$ cat config.mk
export PLATFORM = sky130hd
export DESIGN_NAME = gact_regs
export DESIGN_NICKNAME = d
export VERILOG_FILES = /design/src/gact_regs.v /design/src/gact_trip_compare.v
export VERILOG_INCLUDE_DIRS = /design/src
export SDC_FILE = /design/constraint.sdc
export NUM_CORES = 1
export LEC_CHECK = 0
export BUFFER_PORTS_ARGS = -buffer_cell sky130_fd_sc_hd__buf_2
export CORE_AREA = 2 2 126 128
export CTS_CLUSTER_SIZE = 20
export DETAILED_ROUTE_END_ITERATION = 12
export DIE_AREA = 0 0 128 130
export PLACE_DENSITY = 0.74
export SETUP_SLACK_MARGIN = 0.02
export SYNTH_ARGS = -nofsm -noshare
export SYNTH_HDL_FRONTEND = slang
export SYNTH_HIERARCHICAL = 1
export SYNTH_SLANG_ARGS = --single-unit
export TNS_END_PERCENT = 100
$ cat constraint.sdc
create_clock -name mclk -period 5 [get_ports mclk]
set_input_delay 1 -clock mclk [delete_from_list [all_inputs] [get_ports mclk]]
set_output_delay 1 -clock mclk [all_outputs]
set_load 0.03 [all_outputs]
$ cat src/gact_map.vh
`ifndef GACT_MAP_VH
`define GACT_MAP_VH
// byte addresses on the register port
`define GACT_ADDR_PIN_IO_CONTROL 8'h53
`define GACT_ADDR_POS_CURRENT 8'h60
`define GACT_ADDR_ACC_CLEAR 8'h62
`define GACT_ADDR_NEG_CURRENT 8'h64
`define GACT_ADDR_PACK_VOLTAGE 8'h68
`define GACT_ADDR_CELL_VOLTAGE 8'h6c
`define GACT_ADDR_SHELF_VOLTAGE 8'h70
// pin_io_control fields
`define GACT_BIT_PIN0_PUSH_PULL 7
`define GACT_BIT_PIN0_OUT_EN 6
`define GACT_BIT_PIN1_IN_EN 5
`define GACT_BIT_PIN0_IN_EN 4
`define GACT_BIT_PIN1_PULLDOWN 3
`define GACT_BIT_PIN0_OUT_VAL 2
`define GACT_BIT_PIN1_READBACK 1
`define GACT_BIT_PIN0_READBACK 0
// trip_control enable fields
`define GACT_BIT_CURRENT_EXIT 7
`define GACT_BIT_CURRENT_ENTRY 6
`define GACT_BIT_PACK_EXIT 5
`define GACT_BIT_CELL_ONE_ENTRY 4
`define GACT_BIT_CELL_TWO_ENTRY 3
`define GACT_BIT_SHELF_ENTRY 2
// result format
`define GACT_SIGN_BIT 15
`define GACT_MAG_MSB 14
// reset values
`define GACT_RESET_PIN_CTRL 6'h00
`define GACT_RESET_THRESHOLD 16'h0000
`define GACT_RESET_CLEAR 8'h00
`endif

$ cat src/gact_regs.v
`timescale 1ns/1ps
`include "gact_map.vh"
// Contract
// - a set pin1 input enable makes the cell-two pin a readable digital input.
// - a clear pin1 input enable powers its buffer down and reads zero.
// - a one written to an accumulator-clear bit clears that accumulator, zero does nothing.
// - the accumulator-clear bits return to zero by themselves after the clear.
// - clear bits 0..7: discharge chg/time, charge chg/time, temp sum/time, cell-two sum/time.
// - five thresholds exist, three voltage and two current.
// - a threshold joins a decision only when its trip enable is set.
// - pack and shelf thresholds meet the pack result, cell threshold meets cell one or two.
// - both current thresholds meet the current result, gated by exit and entry enables.
// - thresholds are left justified like the results.
// - comparisons use magnitude only, sign ignored.
// - results are sign-magnitude with bit 15 the sign.
module gact_regs (
	input wire mclk,
	input wire rst_n,
	input wire [7:0] reg_addr,
	input wire [7:0] reg_wdata,
	input wire reg_wr_lo,
	input wire reg_wr_hi,
	input wire reg_rd,
	output reg [7:0] reg_rdata,
	input wire thermistor_pin_in,
	output wire thermistor_pin_out,
	output wire thermistor_pin_oe,
	output wire thermistor_in_buf_en,
	input wire cell_two_pin_in,
	output wire cell_two_pulldown_en,
	output wire cell_two_in_buf_en,
	output reg [7:0] accumulator_clear_pulse,
	input wire [7:0] trip_control,
	input wire [15:0] current_result,
	input wire [15:0] pack_voltage_result,
	input wire [15:0] cell_one_result,
	input wire [15:0] cell_two_result,
	output wire [9:0] trip_flags
);
	reg [5:0] pin_ctrl;
	reg [15:0] positive_current_threshold;
	reg [15:0] negative_current_threshold;
	reg [15:0] pack_voltage_threshold;
	reg [15:0] cell_voltage_threshold;
	reg [15:0] shelf_voltage_threshold;
	reg [1:0] pin0_sync;
	reg [1:0] pin1_sync;
	wire pin0_push_pull_select;
	wire pin0_output_enable;
	wire pin1_input_enable;
	wire pin0_input_enable;
	wire pin1_pulldown_data;
	wire pin0_output_value;
	wire pin0_readback;
	wire pin1_readback;
	wire [7:0] pin_io_control;
	assign pin0_push_pull_select = pin_ctrl[5];
	assign pin0_output_enable = pin_ctrl[4];
	assign pin1_input_enable = pin_ctrl[3];
	assign pin0_input_enable = pin_ctrl[2];
	assign pin1_pulldown_data = pin_ctrl[1];
	assign pin0_output_value = pin_ctrl[0];
	assign thermistor_pin_out = pin0_output_value;
	assign thermistor_pin_oe = pin0_output_enable &&
		(pin0_push_pull_select || !pin0_output_value);
	assign cell_two_pulldown_en = pin1_pulldown_data;
	assign cell_two_in_buf_en = pin1_input_enable;
	assign thermistor_in_buf_en = pin0_input_enable;
	assign pin1_readback = pin1_input_enable && pin1_sync[1];
	assign pin0_readback = pin0_input_enable && pin0_sync[1];
	assign pin_io_control = {pin_ctrl, pin1_readback, pin0_readback};
	always @(posedge mclk) begin
		if (!rst_n) begin
			pin0_sync <= 2'h0;
			pin1_sync <= 2'h0;
		end else begin
			pin0_sync <= {pin0_sync[0], thermistor_pin_in};
			pin1_sync <= {pin1_sync[0], cell_two_pin_in};
		end
	end
	always @(posedge mclk) begin
		if (!rst_n) begin
			pin_ctrl <= `GACT_RESET_PIN_CTRL;
			positive_current_threshold <= `GACT_RESET_THRESHOLD;
			negative_current_threshold <= `GACT_RESET_THRESHOLD;
			pack_voltage_threshold <= `GACT_RESET_THRESHOLD;
			cell_voltage_threshold <= `GACT_RESET_THRESHOLD;
			shelf_voltage_threshold <= `GACT_RESET_THRESHOLD;
		end else begin
			if (reg_wr_lo && reg_addr == `GACT_ADDR_PIN_IO_CONTROL) begin
				pin_ctrl <= reg_wdata[7:2];
			end
			if (reg_addr == `GACT_ADDR_POS_CURRENT) begin
				if (reg_wr_lo) positive_current_threshold[7:0] <= reg_wdata;
				if (reg_wr_hi) positive_current_threshold[15:8] <= reg_wdata;
			end else if (reg_addr == `GACT_ADDR_NEG_CURRENT) begin
				if (reg_wr_lo) negative_current_threshold[7:0] <= reg_wdata;
				if (reg_wr_hi) negative_current_threshold[15:8] <= reg_wdata;
			end else if (reg_addr == `GACT_ADDR_PACK_VOLTAGE) begin
				if (reg_wr_lo) pack_voltage_threshold[7:0] <= reg_wdata;
				if (reg_wr_hi) pack_voltage_threshold[15:8] <= reg_wdata;
			end else if (reg_addr == `GACT_ADDR_CELL_VOLTAGE) begin
				if (reg_wr_lo) cell_voltage_threshold[7:0] <= reg_wdata;
				if (reg_wr_hi) cell_voltage_threshold[15:8] <= reg_wdata;
			end else if (reg_addr == `GACT_ADDR_SHELF_VOLTAGE) begin
				if (reg_wr_lo) shelf_voltage_threshold[7:0] <= reg_wdata;
				if (reg_wr_hi) shelf_voltage_threshold[15:8] <= reg_wdata;
			end
		end
	end
	always @(posedge mclk) begin
		if (!rst_n) begin
			accumulator_clear_pulse <= `GACT_RESET_CLEAR;
		end else if (reg_wr_lo && reg_addr == `GACT_ADDR_ACC_CLEAR) begin
			accumulator_clear_pulse <= reg_wdata;
		end else begin
			accumulator_clear_pulse <= `GACT_RESET_CLEAR;
		end
	end
	always @(posedge mclk) begin
		if (!rst_n) begin
			reg_rdata <= 8'h00;
		end else if (reg_rd) begin
			if (reg_addr == `GACT_ADDR_PIN_IO_CONTROL) begin
				reg_rdata <= pin_io_control;
			end else if (reg_addr == `GACT_ADDR_POS_CURRENT) begin
				reg_rdata <= reg_wr_hi ?
					positive_current_threshold[15:8] :
					positive_current_threshold[7:0];
			end else if (reg_addr == `GACT_ADDR_NEG_CURRENT) begin
				reg_rdata <= reg_wr_hi ?
					negative_current_threshold[15:8] :
					negative_current_threshold[7:0];
			end else if (reg_addr == `GACT_ADDR_PACK_VOLTAGE) begin
				reg_rdata <= pack_voltage_threshold[7:0];
			end else if (reg_addr == (`GACT_ADDR_PACK_VOLTAGE + 8'h01)) begin
				reg_rdata <= pack_voltage_threshold[15:8];
			end else if (reg_addr == `GACT_ADDR_CELL_VOLTAGE) begin
				reg_rdata <= cell_voltage_threshold[7:0];
			end else if (reg_addr == (`GACT_ADDR_CELL_VOLTAGE + 8'h01)) begin
				reg_rdata <= cell_voltage_threshold[15:8];
			end else if (reg_addr == `GACT_ADDR_SHELF_VOLTAGE) begin
				reg_rdata <= shelf_voltage_threshold[7:0];
			end else if (reg_addr == (`GACT_ADDR_SHELF_VOLTAGE + 8'h01)) begin
				reg_rdata <= shelf_voltage_threshold[15:8];
			end else if (reg_addr == (`GACT_ADDR_POS_CURRENT + 8'h01)) begin
				reg_rdata <= positive_current_threshold[15:8];
			end else if (reg_addr == (`GACT_ADDR_NEG_CURRENT + 8'h01)) begin
				reg_rdata <= negative_current_threshold[15:8];
			end else begin
				// accumulator_clear reads zero, unmapped reads zero
				reg_rdata <= 8'h00;
			end
		end
	end
	gact_trip_compare #(.WIDTH(16)) cmp_pos (
		.mclk(mclk),
		.rst_n(rst_n),
		.threshold(positive_current_threshold),
		.result(current_result),
		.enable(trip_control[`GACT_BIT_CURRENT_EXIT]),
		.above(trip_flags[0]),
		.below(trip_flags[1])
	);
	gact_trip_compare #(.WIDTH(16)) cmp_neg (
		.mclk(mclk),
		.rst_n(rst_n),
		.threshold(negative_current_threshold),
		.result(current_result),
		.enable(trip_control[`GACT_BIT_CURRENT_ENTRY]),
		.above(trip_flags[2]),
		.below(trip_flags[3])
	);
	gact_trip_compare #(.WIDTH(16)) cmp_pack (
		.mclk(mclk),
		.rst_n(rst_n),
		.threshold(pack_voltage_threshold),
		.result(pack_voltage_result),
		.enable(trip_control[`GACT_BIT_PACK_EXIT]),
		.above(trip_flags[4]),
		.below(trip_flags[5])
	);
	gact_trip_compare #(.WIDTH(16)) cmp_cell1 (
		.mclk(mclk),
		.rst_n(rst_n),
		.threshold(cell_voltage_threshold),
		.result(cell_one_result),
		.enable(trip_control[`GACT_BIT_CELL_ONE_ENTRY]),
		.above(),
		.below(trip_flags[6])
	);
	gact_trip_compare #(.WIDTH(16)) cmp_cell2 (
		.mclk(mclk),
		.rst_n(rst_n),
		.threshold(cell_voltage_threshold),
		.result(cell_two_result),
		.enable(trip_control[`GACT_BIT_CELL_TWO_ENTRY]),
		.above(),
		.below(trip_flags[7])
	);
	gact_trip_compare #(.WIDTH(16)) cmp_shelf (
		.mclk(mclk),
		.rst_n(rst_n),
		.threshold(shelf_voltage_threshold),
		.result(pack_voltage_result),
		.enable(trip_control[`GACT_BIT_SHELF_ENTRY]),
		.above(trip_flags[8]),
		.below(trip_flags[9])
	);
endmodule // gact_regs

$ cat src/gact_trip_compare.v
`timescale 1ns/1ps
`include "gact_map.vh"
module gact_trip_compare #(
	parameter WIDTH = 16
) (
	input wire mclk,
	input wire rst_n,
	input wire [WIDTH-1:0] threshold,
	input wire [WIDTH-1:0] result,
	input wire enable,
	output reg above,
	output reg below
);
	wire [WIDTH-2:0] thr_mag;
	wire [WIDTH-2:0] res_mag;
	assign thr_mag = threshold[WIDTH-2:0];
	assign res_mag = result[WIDTH-2:0];
	always @(posedge mclk) begin
		if (!rst_n) begin
			above <= 1'b0;
			below <= 1'b0;
		end else begin
			above <= enable && (res_mag > thr_mag);
			below <= enable && (res_mag < thr_mag);
		end
	end
endmodule // gact_trip_compare

### After elaboration in Yosys (flattened, before gate mapping)

Cells that the tools add are included.

| operators by class | value |
|---|---|
| order comparisons | 10 |
| eq/ne operators | 12 |
| multiplexer cells | 13 |
| bitwise operators | 4 |
| reduce and logical (&&, ||, !) cells | 28 |

Operator list:

| cell | count |
|---|---|
| $mux 8 | 13 |
| $eq 8x7->1 const B | 12 |
| $lt 15x15->1 | 6 |
| $gt 15x15->1 | 4 |
| $logic_and 1x1->1 | 15 |
| $reduce_and 6->1 | 2 |
| $reduce_and 5->1 | 2 |
| $reduce_and 4->1 | 2 |
| $reduce_and 2->1 | 3 |
| $reduce_and 3->1 | 2 |
| $not 1->1 | 4 |
| $logic_not 1->1 | 1 |
| $logic_or 1x1->1 | 1 |

| storage, ports and cells | value |
|---|---|
| bits in registers | 116 |
| bits of input ports | 95 |
| output and inout bits | 31 |
| logic and storage cells | 92 |

### Logic depth before layout (Yosys ltp)

Gate-level depths: netlist of run 1.

| logic depth | value |
|---|---|
| word-level depth | 12 |
| mapped depth | 8 |
| gate-level depth less buffers | 6 |

### By module

Netlist of run 1, hierarchy kept.

By module, submodules not included:

| module | times used | cells an instance | area an instance (µm²) | seq. area each (µm²) |
|---|---|---|---|---|
| gact_regs | 1 | 584 | 5231.3 | 2122.0 |
| gact_trip_compare | 6 | 58 | 439.2 | 40.0 |

### Worst setup path after synthesis of run 1

Ideal clock, no wire load.

| timing | value |
|---|---|
| path kind | input to register |
| from | in reg_addr[3] |
| to | reg reg_rdata[3] |
| setup time | 0.060 ns |
| arrival time | 2.375 ns |
| required time | 4.940 ns |
| slack | 2.565 ns |
| stages | 7 |
| path buffers | 2 |
| cell sequence | or3b_1 -> buf_2 -> or2_1 -> buf_6 -> o22a_1 -> o2111ai_1 -> o2111a_1 |

| on the way | value |
|---|---|
| word-level cells in the longest chain between the ends | 12 |
| elaborated cells on any way between the ends | 22 |
| those cells by class | eq/ne: 11; mux: 11 |

Ends and longest elaborated chain:

| element | RTL line | source |
|---|---|---|
| start: declaration | gact_regs.v:19 | `input wire [7:0] reg_addr,` |
| $eq 8x7->1 | gact_regs.v:148 | `` end else if (reg_addr == (`GACT_ADDR_NEG_CURRENT + 8'h01)) begin `` |
| $mux 8 | gact_regs.v:148 |  |
| $mux 8 | gact_regs.v:146 | `` end else if (reg_addr == (`GACT_ADDR_POS_CURRENT + 8'h01)) begin `` |
| $mux 8 | gact_regs.v:144 | `` end else if (reg_addr == (`GACT_ADDR_SHELF_VOLTAGE + 8'h01)) begin `` |
| $mux 8 | gact_regs.v:142 | `` end else if (reg_addr == `GACT_ADDR_SHELF_VOLTAGE) begin `` |
| $mux 8 | gact_regs.v:140 | `` end else if (reg_addr == (`GACT_ADDR_CELL_VOLTAGE + 8'h01)) begin `` |
| $mux 8 | gact_regs.v:138 | `` end else if (reg_addr == `GACT_ADDR_CELL_VOLTAGE) begin `` |
| $mux 8 | gact_regs.v:136 | `` end else if (reg_addr == (`GACT_ADDR_PACK_VOLTAGE + 8'h01)) begin `` |
| $mux 8 | gact_regs.v:134 | `` end else if (reg_addr == `GACT_ADDR_PACK_VOLTAGE) begin `` |
| $mux 8 | gact_regs.v:130 | `` end else if (reg_addr == `GACT_ADDR_NEG_CURRENT) begin `` |
| $mux 8 | gact_regs.v:126 | `` end else if (reg_addr == `GACT_ADDR_POS_CURRENT) begin `` |
| $mux 8 * | gact_regs.v:124 | `` if (reg_addr == `GACT_ADDR_PIN_IO_CONTROL) begin `` |
| end signal: assignment | gact_regs.v:125 | `reg_rdata <= pin_io_control;` |
| end signal: assignment | gact_regs.v:127 | `reg_rdata <= reg_wr_hi ?` |
| end signal: assignment | gact_regs.v:131 | `reg_rdata <= reg_wr_hi ?` |
| end: declaration | gact_regs.v:24 | `output reg [7:0] reg_rdata,` |

Every way passes the cells marked *; elsewhere a longest branch is shown, timed or not.
A chain may end at the register's enable or synchronous reset.

### Final worst setup path of run 1

| timing | value |
|---|---|
| from | in reg_addr[0] |
| to | reg cell_voltage_threshold[1] |

| on the way | value |
|---|---|
| word-level cells in the longest chain between the ends | 3 |
| elaborated cells on any way between the ends | 8 |
| those cells by class | eq/ne: 4; bitwise: 3; reduce/logical: 1 |

Ends and longest elaborated chain:

| element | RTL line | source |
|---|---|---|
| $eq 8x7->1 (no source line) | n/a |  |
| $not 1->1 (no source line) | n/a |  |
| $reduce_and 5->1 (no source line) * | n/a |  |
| end signal: assignment | gact_regs.v:87 | `` cell_voltage_threshold <= `GACT_RESET_THRESHOLD; `` |
| end signal: assignment | gact_regs.v:103 | `if (reg_wr_lo) cell_voltage_threshold[7:0] <= reg_wdata;` |
| end: declaration | gact_regs.v:44 | `reg [15:0] cell_voltage_threshold;` |

Marked as above.

==> results of run 1 <==
metrics by stage:
stage               worst slack [ps]  power, mW  cells
floorplan                       2570       1.13    920
global placement                1630       1.22   1188
detailed placement              1590       1.22   1188
CTS                             2030       2.46   1219
global route                    1880       2.53   1219
finish                          1990       2.45   1219
registers in the layout (all words and copies together) (netlist names), 2 cells and up:
| register | cells |
|---|---|
| positive_current_threshold | 16 |
| pin_ctrl | 6 |
| pin1_sync | 2 |
| pin0_sync | 2 |
| negative_current_threshold | 16 |
| shelf_voltage_threshold | 16 |
| accumulator_clear_pulse | 8 |
| cell_voltage_threshold | 16 |
| reg_rdata | 8 |
| pack_voltage_threshold | 16 |
worst min path at each step:
stage	from	to	slack [ps]	depth (start not counted)
2_1_floorplan	pin0_sync[0]	pin0_sync[1]	410	1
3_3_place_gp	pin1_sync[0]	pin1_sync[1]	420	1
3_5_place_dp	pin0_sync[0]	pin0_sync[1]	420	1
4_1_cts	pin0_sync[0]	pin0_sync[1]	430	1
5_1_grt	pin0_sync[0]	pin0_sync[1]	440	1
6_report	pin0_sync[0]	pin0_sync[1]	430	1
cells in the final DEF (no fill, tap or decap), drive strengths merged, types with 5 or more instances in the layout:
cell,count
a221oi,6
ha,90
o2bb2ai,5
a31o,5
a211oi,13
nor2b,54
and2,12
inv,97
mux2i,74
clkbuf,20
nand4,9
o21ai,31
nand2,83
and4,6
nand3,55
nor2,31
o21a,6
a21oi,47
dfxtp,116
nand2b,5
nand3b,8
nor3,14
o211ai,9
clkinv,7
o22ai,6
a21boi,39
a21o,6
buf,124
layout make-up:
| cell class | instances | area, µm² |
|---|---|---|
| fillers | 1416 | 6380 |
| inverters | 97 | 364 |
| clock inverters | 11 | 133 |
| repair buffers | 124 | 633 |
| clock buffers | 20 | 467 |
| well taps | 192 | 240 |
| multi-input cells | 659 | 4890 |
| flip-flops and latches | 116 | 2320 |
where the power goes:
part,internal [mW],total [mW],leakage [nW],switching (mW)
sequential,0.934,0.937,0.937,0.00371
combinational,0.109,0.271,2.61,0.162
clock,0.812,1.25,0.301,0.434
per-layer routing:
metal	part of all wire (%)	GRT usage (%)	vias up
met5	0	0	-
met4	3.2	12.5	0
met3	6.1	5.41	48
met2	45	42.5	232
met1	46	34.7	3128
li1	-	-	3433
==> flow_summary.yaml, run 1 <==
outcome:
  outcome: "finished, final reports clean"
timing:
  rsz0062_at_grt: "no"
  min_period_ps: 3010
  tns_ps: 0
  fin_hold_ws_ps: 433
  max_freq_ghz: 0.332
  relSlewSlack_pct: 35.7
  finalCritPeriodShare_pct: 60.3
  finalClockSkew_ps: 10.5
  finalHoldViolations: 0
  tightest_slew_ps: 957
  slew_violations: 0
  finalSetupViolCount: 0
route:
  drtIter0Drc: 421
  routed_wl_mm: 21.8
  avgRoutedWirePerCell_um: 17.9
  dr.pass1.iters: 5
  ant_nets: 0
  via_per_inst: 5.61
  drc_errors: 0
  via_count: 6841
cts:
  cts_resized: 0
  cts_tree: "built"
  clock_latency_ps: 430
  cts.clk_slew.worst_paths_ps: 50
  ctsHoldBuffers: 0
  clkSinkCount: 116
  postCtsSetupBuffers: 0
  clock_path_buffers: 2
  numCtsBuffers: 17
  cts-htree-levels: 4
  clockRootBuffer: "clkbuf_16"
worst_setup_path:
  ff2ff_setup_slack_ps: 3320
  crit_start: "reg_addr[0]"
  cp_cell_sequence: "buf_2 > nor3_1 > nand4_1 > mux2i_1 > nor2b_1"
  start_kind: "input port"
  r2r_start: "negative_current_threshold[14]"
  r2r_cells: 6
  crit_end: "cell_voltage_threshold[1]"
  r2r_end: "cmp_neg/below"
  critPathCaptureType: "flop"
  crit_family: "simple AND/OR/NAND/NOR gates"
  crit_buf_inv: 1
  required_ps: 5310
  crit_slowest_cell: "nor3_1"
  worstPathMaxFanout: 38
  worst_ep_arrival_time_ps: 3320
  path_depth: 5
  cp_slowest_stage_delay_ps: 890
  worst-setup-path-type: "input port to flop"
final_layout:
  drive_gt1_share_pct: 18.1
  n_antenna_cell: 0
  fin_nets: 1200
  fin_util_pct: 58.7
  design_area_um2: 9050
  syn2layout_area_growth_pct: 16.4
job:
  drv_cap: 0
floorplanning:
  die_x_um: 128
  core_um2: 15400
  initial_core_util_pct: 50.4
  pin_count: 126
  die_h_um: 130
  dieArea_um2: 16600
  num_rows: 46
yosys:
  syn_area_um2: 7770
  netlist_instances: 920
  synth_warnings: 6
  syn_nets: 1105
  syn_area_per_cell_um2: 8.45
global_routing:
  grt_pass1_wl_mm: 34.0
  grt_overflow: 0
  grt_pass1_vias: 6482
  antenna_found_initial: 0
  grt_max_degree: 77
  grt_use_total_pct: 26.6
min_path:
  hold_path_class: "flop to flop"
power:
  leakage_nw: 3.84
  vdd_drop_max_v: 0.000253
  power_density_nw_per_um2: 271
placed_design:
  hpwl_mm: 16.0
  port_buffers: 119
  place_congestion: 0.946
  dpl_cell_area_um2: 8450
No activity file was read; power rests on OpenSTA's default activity.
==> inputs of run 2 (changes only) <==
PLACE_DENSITY = 0.77   (was 0.74)
clock period = 2.6 ns   (was 5 ns; I/O delays follow)
==> flow_summary.yaml, run 2 (synthesis results as in run 1) <==
power:
  power.total_mw: 4.56
  vdd_drop_max_v: 0.000445
  power_density_nw_per_um2: 498
  leakage_nw: 3.91
worst_setup_path:
  start_kind: "input port"
  worstPathMaxFanout: 13
  worst-setup-path-type: "input port to flop"
  r2r_start: "pack_voltage_threshold[13]"
  crit_start: "reg_addr[4]"
  worst_ep_arrival_time_ps: 2250
  critPathCaptureType: "flop"
  r2r_cells: 6
  required_ps: 2950
route:
  ant_nets: 0
  avgRoutedWirePerCell_um: 18.2
  routed_wl_mm: 22.5
  drtIter0Drc: 458
  drt-met1-wl_mm: 9.68
  via_count: 7069
  drc_errors: 0
  top_layer: "met4"
  wl_met3_mm: 1.57
  dr.pass1.iters: 5
  wl_met2_mm: 10.4
  via_per_inst: 5.72
floorplanning:
  pin_count: 126
  die_x_um: 128
  dieArea_um2: 16600
  core_um2: 15400
  num_rows: 46
  initial_core_util_pct: 50.4
  die_h_um: 130
placed_design:
  hpwl_mm: 17.0
  dpl_cell_area_um2: 8600
  port_buffers: 119
  post-place-cells: 1205
  place_congestion: 0.962
final_layout:
  final_cell_mix: "buf_2 (119), dfxtp_1 (116), inv_1 (96)"
  multi_input_area_um2: 4890
  final_common_cell: "buf_2"
  design_area_um2: 9160
  post_layout_nonfiller_instances: 1236
  syn2layout_area_growth_pct: 17.8
  n_antenna_cell: 0
  fill_cells: 1380
  fin_nets: 1217
  regArea_um2: 2320
  drive_gt1_share_pct: 19.0
timing:
  rsz0062_at_grt: "no"
  min_period_ps: 1900
  finalHoldViolations: 0
  max_freq_ghz: 0.526
  finalCritPeriodShare_pct: 73.1
  slew_violations: 0
  tightest_slew_ps: 583
  tns_ps: 0
  fin_hold_ws_ps: 307
  finalSetupViolCount: 0
  relSlewSlack_pct: 61.0
  finalClockSkew_ps: 6.04
global_routing:
  grt_pass1_vias: 6776
  grt_pass1_wl_mm: 35.0
  grt_overflow: 0
  grt_max_degree: 86
  antenna_found_initial: 0
  grt_use_total_pct: 27.4
min_path:
  hp-start: "cell_two_pin_in"
  hold_depth: 2
  hold_path_class: "input port to flop"
cts:
  numCtsBuffers: 17
  clockRootBuffer: "clkbuf_16"
  clock_latency_ps: 420
  clock_path_buffers: 2
  cts-htree-levels: 4
  postCtsSetupBuffers: 0
  clkSinkCount: 116
  cts_tree: "built"
  cts.clk_slew.worst_paths_ps: 50
  cts_resized: 0
  ctsHoldBuffers: 0
outcome:
  outcome: "finished, final reports clean"
job:
  drv_cap: 0
## run 2: cell types whose count changed in the layout (fill, tap and decap cells not counted), sizes merged
cell      before  now
clkinv         7    3
buf          124  141
bufinv         3    1
clkbuf        20   27
clkinvlp       1    0
## run 2: critical path, stage by stage
cell	delay [ps]
buf_2	130
nand4bb_1	320
buf_4	250
nor4_4	360
buf_4	270
buf_4	170
nand3_1	80
a21boi_1	150
## run 2: final timing paths
check,slack [ps],endpoint
setup reg to reg,910,cmp_pack/below
hold reg to reg,440,pin1_sync[1]
setup / recovery,700,positive_current_threshold[12]
hold / removal,310,pin1_sync[0]
## run 2: area by class of cell
cell class                 instances  share of cell area [%]
clock buffer                      27                    5.60
clock inverter                     4                   0.492
inverter                          97                    3.98
multi-input combinational        659                    53.4
sequential                       116                    25.4
tap                              192                    2.62
timing repair buffer             141                    8.58
## run 2: metal layers
| metal | vias to the layer above | GRT usage [%] |
|---|---|---|
| li1 | 3466 | - |
| met1 | 3286 | 33.9 |
| met2 | 264 | 45.6 |
| met3 | 53 | 5.99 |
| met4 | 0 | 13.3 |
| met5 | - | 0 |
## run 2: per-stage QoR
stage	utilization (%)	setup WS, ps
after floorplan	-	645
after global placement	55.8	319
after detailed placement	55.8	293
after CTS	59.4	725
after global routing	59.4	606
final	59.4	698
## run 2: where the power goes
| part | internal (mW) | switching, mW | total [mW] | leakage, nW |
|---|---|---|---|---|
| combinational | 0.223 | 0.320 | 0.543 | 2.70 |
| clock | 1.43 | 0.786 | 2.21 | 0.277 |
| sequential | 1.80 | 0.00710 | 1.80 | 0.937 |
==> inputs of run 3 (changes only) <==
PLACE_DENSITY = 0.74   (was 0.77)
clock period = 1.75 ns   (was 2.6 ns; I/O delays follow)
==> flow_summary.yaml, run 3 (synthesis results as in run 1) <==
placed_design:
  place_congestion: 0.946
  place_ws_ps: -203
  post-place-cells: 1264
  port_buffers: 119
  hpwl_mm: 17.9
power:
  vdd_drop_max_v: 0.000662
  leakage_nw: 4.21
  power_density_nw_per_um2: 719
timing:
  finalSetupViolCount: 0
  tightest_slew_ps: 415
  slew_violations: 0
  setup_ws_ps: 126
  finalCritPeriodShare_pct: 92.8
  max_freq_ghz: 0.616
  finalHoldViolations: 0
  min_period_ps: 1620
  fin_hold_ws_ps: 134
  rsz0062_at_grt: "no"
  relSlewSlack_pct: 72.1
  finalClockSkew_ps: 5.81
global_routing:
  antenna_found_initial: 0
  grt_overflow: 0
  grt_pass1_vias: 7054
  grt_use_total_pct: 28.2
  grt_pass1_wl_mm: 36.2
  grt_max_degree: 55
worst_setup_path:
  crit_buf_inv: 1
  crit_family: "simple AND/OR/NAND/NOR gates"
  worst_ep_arrival_time_ps: 1940
  r2r_start: "shelf_voltage_threshold[10]"
  path_depth: 6
  r2r_cells: 6
  required_ps: 2060
  start_kind: "flop"
  worstPathMaxFanout: 3
  critPathCaptureType: "flop"
  cp_cell_sequence: "inv_1 > ha_1 > nand2_1 > nor3_1 > o211ai_1 > and4_1"
  worst-setup-path-type: "flop to flop"
  cp_slowest_stage_delay_ps: 390
  crit_start: "shelf_voltage_threshold[10]"
  crit_slowest_cell: "dfxtp_1"
min_path:
  hp-start: "thermistor_pin_in"
  hold_path_class: "input port to flop"
  hold_depth: 2
cts:
  clkSinkCount: 116
  cts_tree: "built"
  postCtsSetupBuffers: 0
  clock_path_buffers: 2
  cts-htree-levels: 4
  cts.clk_slew.worst_paths_ps: 50
  clock_latency_ps: 420
  numCtsBuffers: 17
  clockRootBuffer: "clkbuf_16"
final_layout:
  drive_gt1_share_pct: 24.0
  fin_nets: 1276
  syn2layout_area_growth_pct: 24.3
  final_cell_mix: "buf_2 (119), dfxtp_1 (116), inv_1 (96)"
  final_common_cell: "buf_2"
  multi_input_area_um2: 4910
  n_antenna_cell: 0
  post_layout_nonfiller_instances: 1296
  regArea_um2: 2320
  fill_cells: 1342
job:
  drv_cap: 0
floorplanning:
  dieArea_um2: 16600
  die_x_um: 128
  core_um2: 15400
  initial_core_util_pct: 50.4
  pin_count: 126
  die_h_um: 130
  num_rows: 46
outcome:
  outcome: "finished, final reports clean"
route:
  routed_wl_mm: 23.3
  via_per_inst: 5.60
  dr.pass1.iters: 5
  avgRoutedWirePerCell_um: 18.0
  drtIter0Drc: 428
  ant_nets: 0
  drc_errors: 0
  via_count: 7256
## run 3: changes by cell type in the layout (fill, tap and decap cells not counted), moves of 2 or more
cell	previous run	this run
buf_4	20	78
clkbuf_1	5	0
clkbuf_8	5	2
clkinv_2	3	5
clkinvlp_4	0	4
nor3_1	12	10
nor3_2	1	3
## run 3: cell type report
type                            instances  share of cell area (%)
Inverter                               97                    3.77
Sequential cell                       116                    24.0
Clock inverter                         13                    1.37
Clock buffer                           19                    4.69
Multi-Input combinational cell        659                    50.8
Timing Repair Buffer                  200                    12.8
Tap cell                              192                    2.49
## run 3: worst paths after layout
kind	to	slack [ps]
min	pin0_sync[0]	130
max	cmp_shelf/below	130
max reg2reg	cmp_shelf/below	130
min reg2reg	pin1_sync[1]	440
## run 3: repair_timing
item / 4_1_cts / 5_1_grt
hold buffers: 0 / 0
resized for setup: 0 / 2
setup endpoints to repair: 0 / 2
## run 3: routing by layer
layer / wire, µm / up-vias / part of all wire, % / track usage, %
met3: 1470 / 60 / 6.3 / 5.54
met4: 858 / 0 / 3.7 / 12.7
met5: 0 / - / 0 / 0
met1: 10000 / 3361 / 43 / 35.2
met2: 10900 / 251 / 47 / 47.5
li1: - / 3584 / - / -
## run 3: power breakdown
| part | total [mW] | switching (mW) | internal (mW) |
|---|---|---|---|
| sequential | 2.68 | 0.0107 | 2.67 |
| clock | 3.41 | 1.25 | 2.16 |
| combinational | 0.860 | 0.488 | 0.372 |
## run 3: metrics by stage
step	instance area [µm²]	total power, mW	utilization, %	TNS, ps
final	9660	6.94	62.6	0
after global routing	9660	7.20	62.6	0
after CTS	9650	6.97	62.6	0
after detailed placement	9060	3.58	58.8	-10450
after global placement	9060	3.56	58.8	-10600
after floorplan	7800	3.23	-	0
